<file path="config.mk">
export PLATFORM = sky130hd
export DESIGN_NAME = ccms_clock_select
export DESIGN_NICKNAME = d
export VERILOG_FILES = /design/src/shared/ccms_pkg.sv /design/src/hdl/ccms_clock_select.sv
export SDC_FILE = /design/constraint.sdc
export NUM_CORES = 1
export LEC_CHECK = 0
export ABC_AREA = 1
export BUFFER_PORTS_ARGS = -buffer_cell sky130_fd_sc_hd__clkbuf_2
export CAP_MARGIN = 20
export CORE_MARGIN = 1
export CORE_UTILIZATION = 45
export DETAILED_ROUTE_END_ITERATION = 16
export GPL_TIMING_DRIVEN = 1
export PLACE_DENSITY = 0.73
export SLEW_MARGIN = 20
export SYNTH_ARGS = -nofsm -noshare
export SYNTH_HDL_FRONTEND = slang
export SYNTH_SLANG_ARGS = --single-unit
</file>
<file path="constraint.sdc">
create_clock -name clk_in -period 2.6 [get_ports clk_in]
set_input_delay 0.52 -clock clk_in [delete_from_list [all_inputs] [get_ports clk_in]]
set_output_delay 0.52 -clock clk_in [all_outputs]
set_load 0.03 [all_outputs]
</file>
<file path="src/shared/ccms_pkg.sv">
// Package with register map, field layout and clock mode encodings
package ccms_pkg;
    localparam logic [7:0]  ADDR_CFG_UPPER   = 8'h00;
    localparam logic [7:0]  ADDR_RST_CTRL    = 8'h04;
    localparam logic [7:0]  ADDR_STATUS      = 8'h08;
    localparam int          CLK_FIELD_MSB    = 7;
    localparam int          CLK_FIELD_LSB    = 5;
    localparam int          RST_CTRL_UP_LSB  = 8;
    localparam int          RELOAD_BIT       = 0;
    localparam logic [7:0]  CFG_RESET_VALUE  = 8'hE0;
    localparam logic [15:0] RST_CTRL_RESET   = 16'h0000;
    localparam logic [2:0]  MODE_X4          = 3'h7;
    localparam logic [2:0]  MODE_X3          = 3'h6;
    localparam logic [2:0]  MODE_X2          = 3'h5;
    localparam logic [2:0]  MODE_X5          = 3'h4;
    localparam logic [2:0]  MODE_DIRECT      = 3'h3;
    localparam logic [2:0]  MODE_X1P5        = 3'h2;
    localparam logic [2:0]  MODE_PRESCALE    = 3'h1;
    localparam logic [2:0]  MODE_X2P5        = 3'h0;
    localparam int          CLK_PERIOD_NS    = 100;
    localparam int          LONG_RESET_NS    = 1000;
    localparam int          LONG_RESET_CYC   = (LONG_RESET_NS + CLK_PERIOD_NS - 1) / CLK_PERIOD_NS;
    typedef enum logic [1:0] {CCMS_PLL, CCMS_PRESCALE, CCMS_DIRECT} ccms_path_e;
endpackage : ccms_pkg

</file>
<file path="src/hdl/ccms_clock_select.sv">
// CPU clock generation mode selection with APB register access
//
// Notes on behaviour
// - Both CPU clock edges time operations; one half period is the basic unit.
// - Clock mode comes from bits 7..5 of the upper reset configuration register.
// - Long hardware reset loads that register from the upper port 0 pins.
// - Software may reload it from the upper half of the reset control register.
// - Field decodes to x4,x3,x2,x5,direct,x1.5,div2,x2.5 from 111 down to 000.
// - Prescaler mode halves the oscillator; each half period is one oscillator period.
// - PLL modes enable the PLL with the factor, resynchronising every factor-th edge.
// - Direct mode disables the PLL and follows the oscillator duty cycle.
// - In direct mode two consecutive half periods equal one oscillator period.
// - Pin for the field MSB is inverted in emulation and emulation hold mode.
//
// The register offsets and the APB interface to the registers were chosen for this implementation.
`timescale 1ns/1ps
`default_nettype none
module ccms_clock_select #(
    parameter int LONG_RESET_CYCLES = ccms_pkg::LONG_RESET_CYC
) (
    input  wire logic        clk_in,
    input  wire logic        sys_rst_in,
    input  wire logic        hw_reset_in,
    input  wire logic        emulation_mode_in,
    input  wire logic        emulation_hold_mode_in,
    input  wire logic [7:0]  port0_upper_pins_in,
    input  wire logic        psel,
    input  wire logic        penable,
    input  wire logic        pwrite,
    input  wire logic [31:0] paddr,
    input  wire logic [31:0] pwdata,
    output logic [31:0]      prdata,
    output logic             pready,
    output logic             pslverr,
    output logic [2:0]       clock_gen_select_out,
    output logic             pll_enable_out,
    output logic [3:0]       pll_mult_x2_out,
    output logic             prescale_out,
    output logic             direct_drive_out,
    output logic             cpu_clk_phase_out
);
    import ccms_pkg::*;

    logic [7:0]  reset_pin_config_upper;
    logic [15:0] reset_control_reg;
    logic [15:0] long_cnt;
    logic        long_reset;
    logic        reload_req;
    logic        setup;
    logic        wr_access;
    logic        rd_access;
    logic [31:0] next_prdata;
    logic        addr_ok;
    logic [7:0]  pin_view;

    // Multiplier factor times two per field code
    function automatic logic [3:0] mult_x2(input logic [2:0] code);
        logic [3:0] f;
        f = 4'h0;
        unique case (code)
            MODE_X4:       f = 4'h8;
            MODE_X3:       f = 4'h6;
            MODE_X2:       f = 4'h4;
            MODE_X5:       f = 4'hA;
            MODE_DIRECT:   f = 4'h2;
            MODE_X1P5:     f = 4'h3;
            MODE_PRESCALE: f = 4'h1;
            MODE_X2P5:     f = 4'h5;
        endcase
        return f;
    endfunction : mult_x2

    function automatic ccms_path_e path_of(input logic [2:0] code);
        if (code == MODE_PRESCALE) begin
            return CCMS_PRESCALE;
        end else if (code == MODE_DIRECT) begin
            return CCMS_DIRECT;
        end
        return CCMS_PLL;
    endfunction : path_of

    assign setup     = psel && !penable;
    assign wr_access = psel && penable && pready && pwrite;
    assign rd_access = psel && !penable && !pwrite;
    assign addr_ok   = (paddr[7:0] == ADDR_CFG_UPPER) || (paddr[7:0] == ADDR_RST_CTRL)
                       || (paddr[7:0] == ADDR_STATUS);
    assign reload_req = wr_access && (paddr[7:0] == ADDR_RST_CTRL) && pwdata[RELOAD_BIT];

    // Emulation flips the pin carrying the field MSB
    always_comb begin
        pin_view = port0_upper_pins_in;
        pin_view[CLK_FIELD_MSB] = port0_upper_pins_in[CLK_FIELD_MSB]
                                  ^ (emulation_mode_in | emulation_hold_mode_in);
    end

    // Long reset is a hardware reset held at least the qualifying time
    always_ff @(posedge clk_in or posedge sys_rst_in) begin
        if (sys_rst_in) begin
            long_cnt   <= 16'h0000;
            long_reset <= 1'b0;
        end else if (hw_reset_in) begin
            if (long_cnt < 16'(LONG_RESET_CYCLES)) begin
                long_cnt <= long_cnt + 16'h0001;
            end
            long_reset <= (long_cnt >= 16'(LONG_RESET_CYCLES - 1));
        end else begin
            long_cnt   <= 16'h0000;
            long_reset <= 1'b0;
        end
    end

    // Configuration register: pins during long reset, else software reload
    always_ff @(posedge clk_in or posedge sys_rst_in) begin
        if (sys_rst_in) begin
            reset_pin_config_upper <= CFG_RESET_VALUE;
        end else if (long_reset) begin
            reset_pin_config_upper <= pin_view;
        end else if (reload_req) begin
            reset_pin_config_upper <= reset_control_reg[RST_CTRL_UP_LSB +: 8];
        end
    end

    always_ff @(posedge clk_in or posedge sys_rst_in) begin
        if (sys_rst_in) begin
            reset_control_reg <= RST_CTRL_RESET;
        end else if (wr_access && paddr[7:0] == ADDR_RST_CTRL) begin
            reset_control_reg <= {pwdata[15:1], 1'b0};
        end
    end

    // Mode decode registered onto outputs
    always_ff @(posedge clk_in or posedge sys_rst_in) begin
        if (sys_rst_in) begin
            clock_gen_select_out <= CFG_RESET_VALUE[CLK_FIELD_MSB:CLK_FIELD_LSB];
            pll_enable_out       <= 1'b1;
            pll_mult_x2_out      <= 4'h8;
            prescale_out         <= 1'b0;
            direct_drive_out     <= 1'b0;
        end else begin
            clock_gen_select_out <= reset_pin_config_upper[CLK_FIELD_MSB:CLK_FIELD_LSB];
            pll_mult_x2_out <= mult_x2(reset_pin_config_upper[CLK_FIELD_MSB:CLK_FIELD_LSB]);
            pll_enable_out <= path_of(reset_pin_config_upper[CLK_FIELD_MSB:CLK_FIELD_LSB])
                              == CCMS_PLL;
            prescale_out <= path_of(reset_pin_config_upper[CLK_FIELD_MSB:CLK_FIELD_LSB])
                            == CCMS_PRESCALE;
            direct_drive_out <= path_of(reset_pin_config_upper[CLK_FIELD_MSB:CLK_FIELD_LSB])
                                == CCMS_DIRECT;
        end
    end

    // Prescaler phase: toggles each oscillator period so each half period is one period
    always_ff @(posedge clk_in or posedge sys_rst_in) begin
        if (sys_rst_in) begin
            cpu_clk_phase_out <= 1'b0;
        end else if (prescale_out) begin
            cpu_clk_phase_out <= !cpu_clk_phase_out;
        end else begin
            // Outside prescaling the phase output is held low
            cpu_clk_phase_out <= 1'b0;
        end
    end

    // APB slave: one wait-free access phase, error on unmapped address
    always_comb begin
        next_prdata = 32'h0000_0000;
        unique case (paddr[7:0])
            ADDR_CFG_UPPER: next_prdata = {24'h00_0000, reset_pin_config_upper};
            ADDR_RST_CTRL:  next_prdata = {16'h0000, reset_control_reg};
            ADDR_STATUS:    next_prdata = {27'h000_0000, direct_drive_out, prescale_out,
                                           pll_enable_out, long_reset, hw_reset_in};
            default:        next_prdata = 32'h0000_0000;
        endcase
    end

    always_ff @(posedge clk_in or posedge sys_rst_in) begin
        if (sys_rst_in) begin
            prdata  <= 32'h0000_0000;
            pready  <= 1'b0;
            pslverr <= 1'b0;
        end else begin
            pready  <= setup;
            pslverr <= setup && !addr_ok;
            if (rd_access) begin
                prdata <= next_prdata;
            end
        end
    end

    // Configuration register sources
    chk_reload_loads: assert property (@(posedge clk_in) disable iff (sys_rst_in)
        (reload_req && !long_reset) |=> reset_pin_config_upper == $past(reset_control_reg[15:8]))
        else $error("reload did not copy reset control upper half");

    chk_reload_clear: assert property (@(posedge clk_in) disable iff (sys_rst_in)
        !reset_control_reg[0])
        else $error("reload bit did not clear itself");

    chk_long_capture: assert property (@(posedge clk_in) disable iff (sys_rst_in)
        long_reset |=> reset_pin_config_upper == $past(pin_view))
        else $error("long reset did not capture pins");

    chk_long_qualify: assert property (@(posedge clk_in) disable iff (sys_rst_in)
        !hw_reset_in |=> !long_reset)
        else $error("long reset flag without hardware reset");

    chk_long_source: assert property (@(posedge clk_in) disable iff (sys_rst_in)
        long_reset |-> $past(hw_reset_in))
        else $error("long reset flag not preceded by hardware reset");

    chk_emul_invert: assert property (@(posedge clk_in) disable iff (sys_rst_in)
        (emulation_mode_in || emulation_hold_mode_in) |->
        pin_view[7] != port0_upper_pins_in[7])
        else $error("emulation did not invert field msb pin");

    chk_emul_pass: assert property (@(posedge clk_in) disable iff (sys_rst_in)
        !(emulation_mode_in || emulation_hold_mode_in) |-> pin_view == port0_upper_pins_in)
        else $error("pins altered outside emulation");

    chk_mode_field: assert property (@(posedge clk_in) disable iff (sys_rst_in)
        ##1 clock_gen_select_out == $past(reset_pin_config_upper[7:5]))
        else $error("mode output does not follow field");

    chk_mode_hold: assert property (@(posedge clk_in) disable iff (sys_rst_in)
        (!long_reset && !reload_req) |=> $stable(reset_pin_config_upper))
        else $error("config changed without cause");

    // One check per field code against the factor table
    chk_mult_x4: assert property (@(posedge clk_in) disable iff (sys_rst_in)
        (clock_gen_select_out == 3'h7) |-> pll_mult_x2_out == 4'h8)
        else $error("default code not times four");

    chk_mult_x3: assert property (@(posedge clk_in) disable iff (sys_rst_in)
        (clock_gen_select_out == 3'h6) |-> pll_mult_x2_out == 4'h6)
        else $error("code 110 not times three");

    chk_mult_x2: assert property (@(posedge clk_in) disable iff (sys_rst_in)
        (clock_gen_select_out == 3'h5) |-> pll_mult_x2_out == 4'h4)
        else $error("code 101 not times two");

    chk_mult_x5: assert property (@(posedge clk_in) disable iff (sys_rst_in)
        (clock_gen_select_out == 3'h4) |-> pll_mult_x2_out == 4'hA)
        else $error("code 100 not times five");

    chk_mult_x1: assert property (@(posedge clk_in) disable iff (sys_rst_in)
        (clock_gen_select_out == 3'h3) |-> pll_mult_x2_out == 4'h2)
        else $error("code 011 not times one");

    chk_mult_x1p5: assert property (@(posedge clk_in) disable iff (sys_rst_in)
        (clock_gen_select_out == 3'h2) |-> pll_mult_x2_out == 4'h3)
        else $error("code 010 not times one and a half");

    chk_mult_div2: assert property (@(posedge clk_in) disable iff (sys_rst_in)
        (clock_gen_select_out == 3'h1) |-> pll_mult_x2_out == 4'h1)
        else $error("code 001 not divide by two");

    chk_mult_x2p5: assert property (@(posedge clk_in) disable iff (sys_rst_in)
        (clock_gen_select_out == 3'h0) |-> pll_mult_x2_out == 4'h5)
        else $error("code 000 not times two and a half");

    // Exactly one clock path is selected
    chk_pll_path: assert property (@(posedge clk_in) disable iff (sys_rst_in)
        pll_enable_out |-> !direct_drive_out && !prescale_out
        && clock_gen_select_out != 3'h1 && clock_gen_select_out != 3'h3)
        else $error("pll enabled outside pll mode");

    chk_pll_on: assert property (@(posedge clk_in) disable iff (sys_rst_in)
        (clock_gen_select_out != 3'h1 && clock_gen_select_out != 3'h3) |-> pll_enable_out)
        else $error("pll not enabled in pll mode");

    chk_one_path: assert property (@(posedge clk_in) disable iff (sys_rst_in)
        $onehot({pll_enable_out, prescale_out, direct_drive_out}))
        else $error("clock path selection not one hot");

    chk_prescale_code: assert property (@(posedge clk_in) disable iff (sys_rst_in)
        prescale_out == (clock_gen_select_out == 3'h1))
        else $error("prescaler enable does not match code 001");

    chk_direct_code: assert property (@(posedge clk_in) disable iff (sys_rst_in)
        direct_drive_out == (clock_gen_select_out == 3'h3))
        else $error("direct drive does not match code 011");

    chk_direct_nopll: assert property (@(posedge clk_in) disable iff (sys_rst_in)
        (clock_gen_select_out == 3'h3) |-> direct_drive_out && !pll_enable_out)
        else $error("direct mode with pll enabled");

    chk_prescale_toggle: assert property (@(posedge clk_in) disable iff (sys_rst_in)
        (prescale_out && $past(prescale_out)) |-> cpu_clk_phase_out != $past(cpu_clk_phase_out))
        else $error("prescaler phase did not toggle");

    chk_half_period: assert property (@(posedge clk_in) disable iff (sys_rst_in)
        prescale_out |=> cpu_clk_phase_out != $past(cpu_clk_phase_out))
        else $error("prescaled half period longer than one oscillator period");

    chk_direct_phase: assert property (@(posedge clk_in) disable iff (sys_rst_in)
        !prescale_out |=> !cpu_clk_phase_out)
        else $error("phase output active outside prescaler mode");

    // Register bus answers one cycle after setup, for one cycle only
    chk_setup_ready: assert property (@(posedge clk_in) disable iff (sys_rst_in)
        (psel && !penable) |=> pready)
        else $error("no ready one cycle after setup");

    chk_ready_pulse: assert property (@(posedge clk_in) disable iff (sys_rst_in)
        pready |=> !pready)
        else $error("ready held longer than one cycle");

endmodule : ccms_clock_select
`default_nettype wire

</file>
======== Word level (Yosys, flattened, before mapping) ========
Memory sizes are Yosys's and may differ from the RTL's. A register that Yosys moved wholly into a read port is not among the register bits.
Cells that the tools add are included.
Widths: inputs -> output; s select.
storage, ports and cells
  bits of input ports ..................... 80
  memories kept ........................... 1
  flip-flop bits (word level) ............. 81
  ROM bits ................................ 32
  word-level logic and storage cells ...... 54
memory list
  memory            words  bits a word  rd ports  clocked after memory_dff  wr ports  RTL line                 source
  (name not given)  8      4            1         1                         0         ccms_clock_select.sv:60  unique case (code)
cells by class
  multiplexer cells ....................... 12
  equality and inequality tests ........... 7
  reduce and logical (&&, ||, !) cells .... 17
  bitwise operators ....................... 2
  $lt $le $gt $ge ......................... 2
  $add $sub $neg .......................... 1
operator list
  kind                   number
  $pmux 16 s3            1
  $mux 16                2
  $add 16x1->16 const B  1
  $ge 16x4->1 const B    1
  $lt 16x4->1 const B    1
  $mux 8                 2
  $eq 8x3->1 const B     1
  $eq 8x4->1 const B     1
  $logic_and 1x1->1      8
  $logic_not 8->1        1
  $mux 2                 3
  $logic_not 1->1        4
  $mux 1                 4
  $eq 3x1->1 const B     1
  $eq 3x2->1 const B     1
  $eq 2x1->1 const B     1
  $eq 2x2->1 const B     1
  $logic_not 2->1        1
  $logic_or 1x1->1       2
  $ne 2x1->1 const B     1
  $reduce_bool 2->1      1
  $or 1x1->1             1
  $xor 1x1->1            1

======== Depth between registers and ports, before layout ========
  word-level depth ........................ 7
  gate-level depth with buffers ........... 8
  depth with buffers taken out ............ 8

======== Worst setup path after synthesis ========
OpenSTA, ideal clock, no wires.
  kind .................................... input -> register
  from .................................... input paddr[5]
  to ...................................... register reset_control_reg[10]
  required time ........................... 2.484 ns
  setup slack ............................. 1.209 ns
  stages .................................. 7
  data arrival time ....................... 1.275 ns
  library setup time ...................... 0.116 ns
  cells stage by stage .................... nor2_1 > nand2_1 > nor2_4 > nand2_2 > buf_6 > nand2_1 > nand2_1
between the ends
  word-level cells in the longest chain between the ends .. 2
RTL lines
  element                 RTL line                  source
  start: declaration      ccms_clock_select.sv:30   input wire logic [31:0] paddr,
  $eq 8x3->1              ccms_clock_select.sv:126  end else if (wr_access && paddr[7:0] == ADDR_RST_CTRL) begin
  $logic_and 1x1->1       ccms_clock_select.sv:126
  end signal: assignment  ccms_clock_select.sv:127  reset_control_reg <= {pwdata[15:1], 1'b0};
  end: declaration        ccms_clock_select.sv:45   logic [15:0] reset_control_reg;
No other way between the ends.
A chain may end at the register's enable or synchronous reset.

======== Worst setup path after layout ========
  from .................................... register pll_enable_out
  to ...................................... output pll_enable_out
RTL lines
  element                   RTL line                  source
  start: declaration        ccms_clock_select.sv:36   output logic pll_enable_out,
  start signal: assignment  ccms_clock_select.sv:142  pll_enable_out <= path_of(reset_pin_config_upper[CLK_FIELD_MSB:CLK_FIELD_LSB])
No word-level cell between the ends.

==> flow_summary.yaml <==
clocking:
  cts_tree: "yes"
  cts_made_buffers: 9
  cts_root_buf: "clkbuf_8"
  cts_setup_buffers: 0
  clk_latency_ns: 0.34
  clk_pin_slew_worst_paths_ns: 0.07
  clockBufferDepth: 2
  htreeDepth: 3
  clkSinkCount: 69
  ctsHoldBuffers: 0
  cts_resized: 0
yosys:
  synth_fa_ha_area_share_pct: 2.35
  yosys_warnings: 0
  synth-simple-area-share_pct: 29.9
  syn_inst: 382
  yosys.area.top_type: "dfrtp_1"
  synth-xor-area-share_pct: 0.548
  syn_area_um2: 3200
  yosysUniqueCellTypes: 26
  synth_mux_area_share_pct: 0
  ys_ff_latch: 69
  synth-compound-area-share_pct: 2.82
  netlist.area_leader.share_pct: 47.7
  synth_top_family_by_area: "simple AND/OR/NAND/NOR gates"
  ys_seq_area_share_pct: 54.3
  synthTopCellsByArea: "dfrtp_1, nand2_1, nand3_1"
  syn_avg_cell_area_um2: 8.38
timing:
  skew_ns: 0.00689
  hold_violations: 0
  period_share_pct: 61.7
  tightest_slew_ns: 0.533
  slew_headroom_pct: 64.3
  period_minus_slack_ns: 1.60
  rsz0062_at_grt: "false"
  max_freq_ghz: 0.623
  setup_violations: 0
  drv_slew: 0
  fin_tns_setup_ns: 0
  setup_slack_ns: 0.996
pwr:
  static-leakage-power_nw: 2.20
  peakVddDrop_mv: 0.271
  power_density_nw_per_um2: 616
place:
  place.gp.congestion: 0.809
  hpwlAfterDp_mm: 4.56
  pre_cts_slack_ns: 0.935
  portBuffers: 68
setup_path:
  rr_startpoint: "long_reset$_DFF_PP0_"
  crit_chain: "clkbuf_2"
  cp_top_family: "flip-flops"
  critical_path.slowest_cell: "dfstp_2"
  required_ns: 2.08
  rr_worst_depth: 5
  start_kind: "flop"
  cp_slowest_stage_delay_ns: 0.55
  critPathCaptureType: "output port"
  path_buf_inv: 1
  crit_type: "reg2out"
  crit_arrival_ns: 1.08
  r2r_end: "reset_pin_config_upper[6]$_DFFE_PP1P_"
  crit_fanout: 2
  reg2reg_slack_ns: 1.27
global_route:
  grt_overflow: 0
  grt_max_degree: 70
  grt_pass1_wl_mm: 10.9
  antenna_found_initial: 0
  grt_util_all_layers_pct: 19.2
  grt_pass1_vias: 2359
drt:
  antenna_left: 0
  routedWlPerCell_um: 11.5
  routed_via_density: 4.61
  vias: 2559
  drtPass1Iterations: 4
  drt-total-wl_mm: 6.40
  drtIter0Drc: 158
  drc: 0
finish:
  antenna_cells: 0
  nets: 540
  multi_input_area_um2: 1200
  finalCoreUtilization_pct: 54.9
  fillers: 658
  regArea_um2: 1740
  drive_above_1_share_pct: 22.7
  area_delta_synth_final_pct: 17.3
floorplanning:
  start_util_pct: 46.8
  die_area_um2: 7450
  io_pins: 125
  die_h_um: 86.3
  fp.coreArea_um2: 6830
  num_rows: 30
  die_w_um: 86.3
status:
  outcome: "complete, no violations"
hold_path:
  hold_path.class: "in2async"
flow_run:
  drv_cap: 0
[placed cells by master (no fill, tap or decap), types with 2 or more instances in the layout]
master,count
a21oi_1,4
buf_4,3
clkbuf_1,3
clkbuf_2,68
clkbuf_8,12
conb_1,16
dfrtp_1,61
dfstp_2,8
ha_1,6
inv_1,31
inv_2,3
nand2_1,142
nand3_1,43
nand4_1,3
nor2_1,29
nor2_2,3
nor2_4,2
o21ai_0,11
xor2_1,2
[stage by stage]
step	hold slack (ns)	cell area (um2)	std cells	total power, mW
2_1_floorplan	0.382	3260	397	1.45
3_3_place_gp	0.401	3570	539	1.53
3_5_place_dp	0.403	3570	539	1.54
4_1_cts	0.238	3750	555	2.33
5_1_grt	0.258	3750	555	2.42
6_report	0.225	3750	555	2.31
[where the power goes]
group          leakage, nW  total [mW]  internal [mW]  switching [mW]
registers            0.887        1.20           1.16          0.0463
clock network       0.0937       0.794          0.425           0.369
logic                 1.22       0.313         0.0907           0.222
[Yosys cell counts]
master and number:
nand2_1 142, dfrtp_1 61, nand3_1 43, inv_1 32, nor2_1 29, buf_4 17
o21ai_0 11, dfstp_2 8, ha_1 6, a21oi_1 4, buf_2 3, buf_6 3
clkbuf_1 3, nand4_1 3, nor2_2 3, inv_2 2, nor2_4 2, xor2_1 2
a211oi_1 1, clkinv_1 1, conb_1 1, nand2_2 1, nand2_4 1, nand3_4 1
nor3_1 1, o21a_1 1
[layout make-up]
type,count,share of cell area (%)
flip-flops and latches,69,46.3
multi-input cells,267,32.0
inverters,35,3.50
repair buffers,72,10.2
clock buffers,15,4.70
well taps,96,3.20
clock inverters,1,0.133
[worst max-delay path by stage]
stage	depth (start not counted)	to	slack, ns	startpoint
finish	1	pll_enable_out	1.0	pll_enable_out$_DFF_PP1_
floorplan	1	cpu_clk_phase_out$_DFF_PP0_	0.35	sys_rst_in
detailed placement	8	prdata[5]$_DFFE_PP0P_	0.93	paddr[5]
CTS	1	pll_enable_out	0.97	pll_enable_out$_DFF_PP1_
global placement	8	prdata[6]$_DFFE_PP0P_	0.95	paddr[5]
global route	1	pll_enable_out	0.96	pll_enable_out$_DFF_PP1_
[kinds of logic after synthesis]
kind of cell / Yosys count
AOI/OAI and AO/OA: 17
adders and majority gates: 6
and+or+nand+nor: 226
other: 1
DFF: 69
xor gates and xnor gates: 2
buffers and inverters: 61
[layer usage]
metal | routed length, um | track usage, % | up-vias
li1 | - | - | 1295
met1 | 2970 | 25.4 | 1173
met2 | 2950 | 30.2 | 82
met3 | 355 | 4.00 | 9
met4 | 121 | 9.55 | 0
met5 | 0 | 0 | -
No activity file was read; power rests on OpenSTA's default activity.
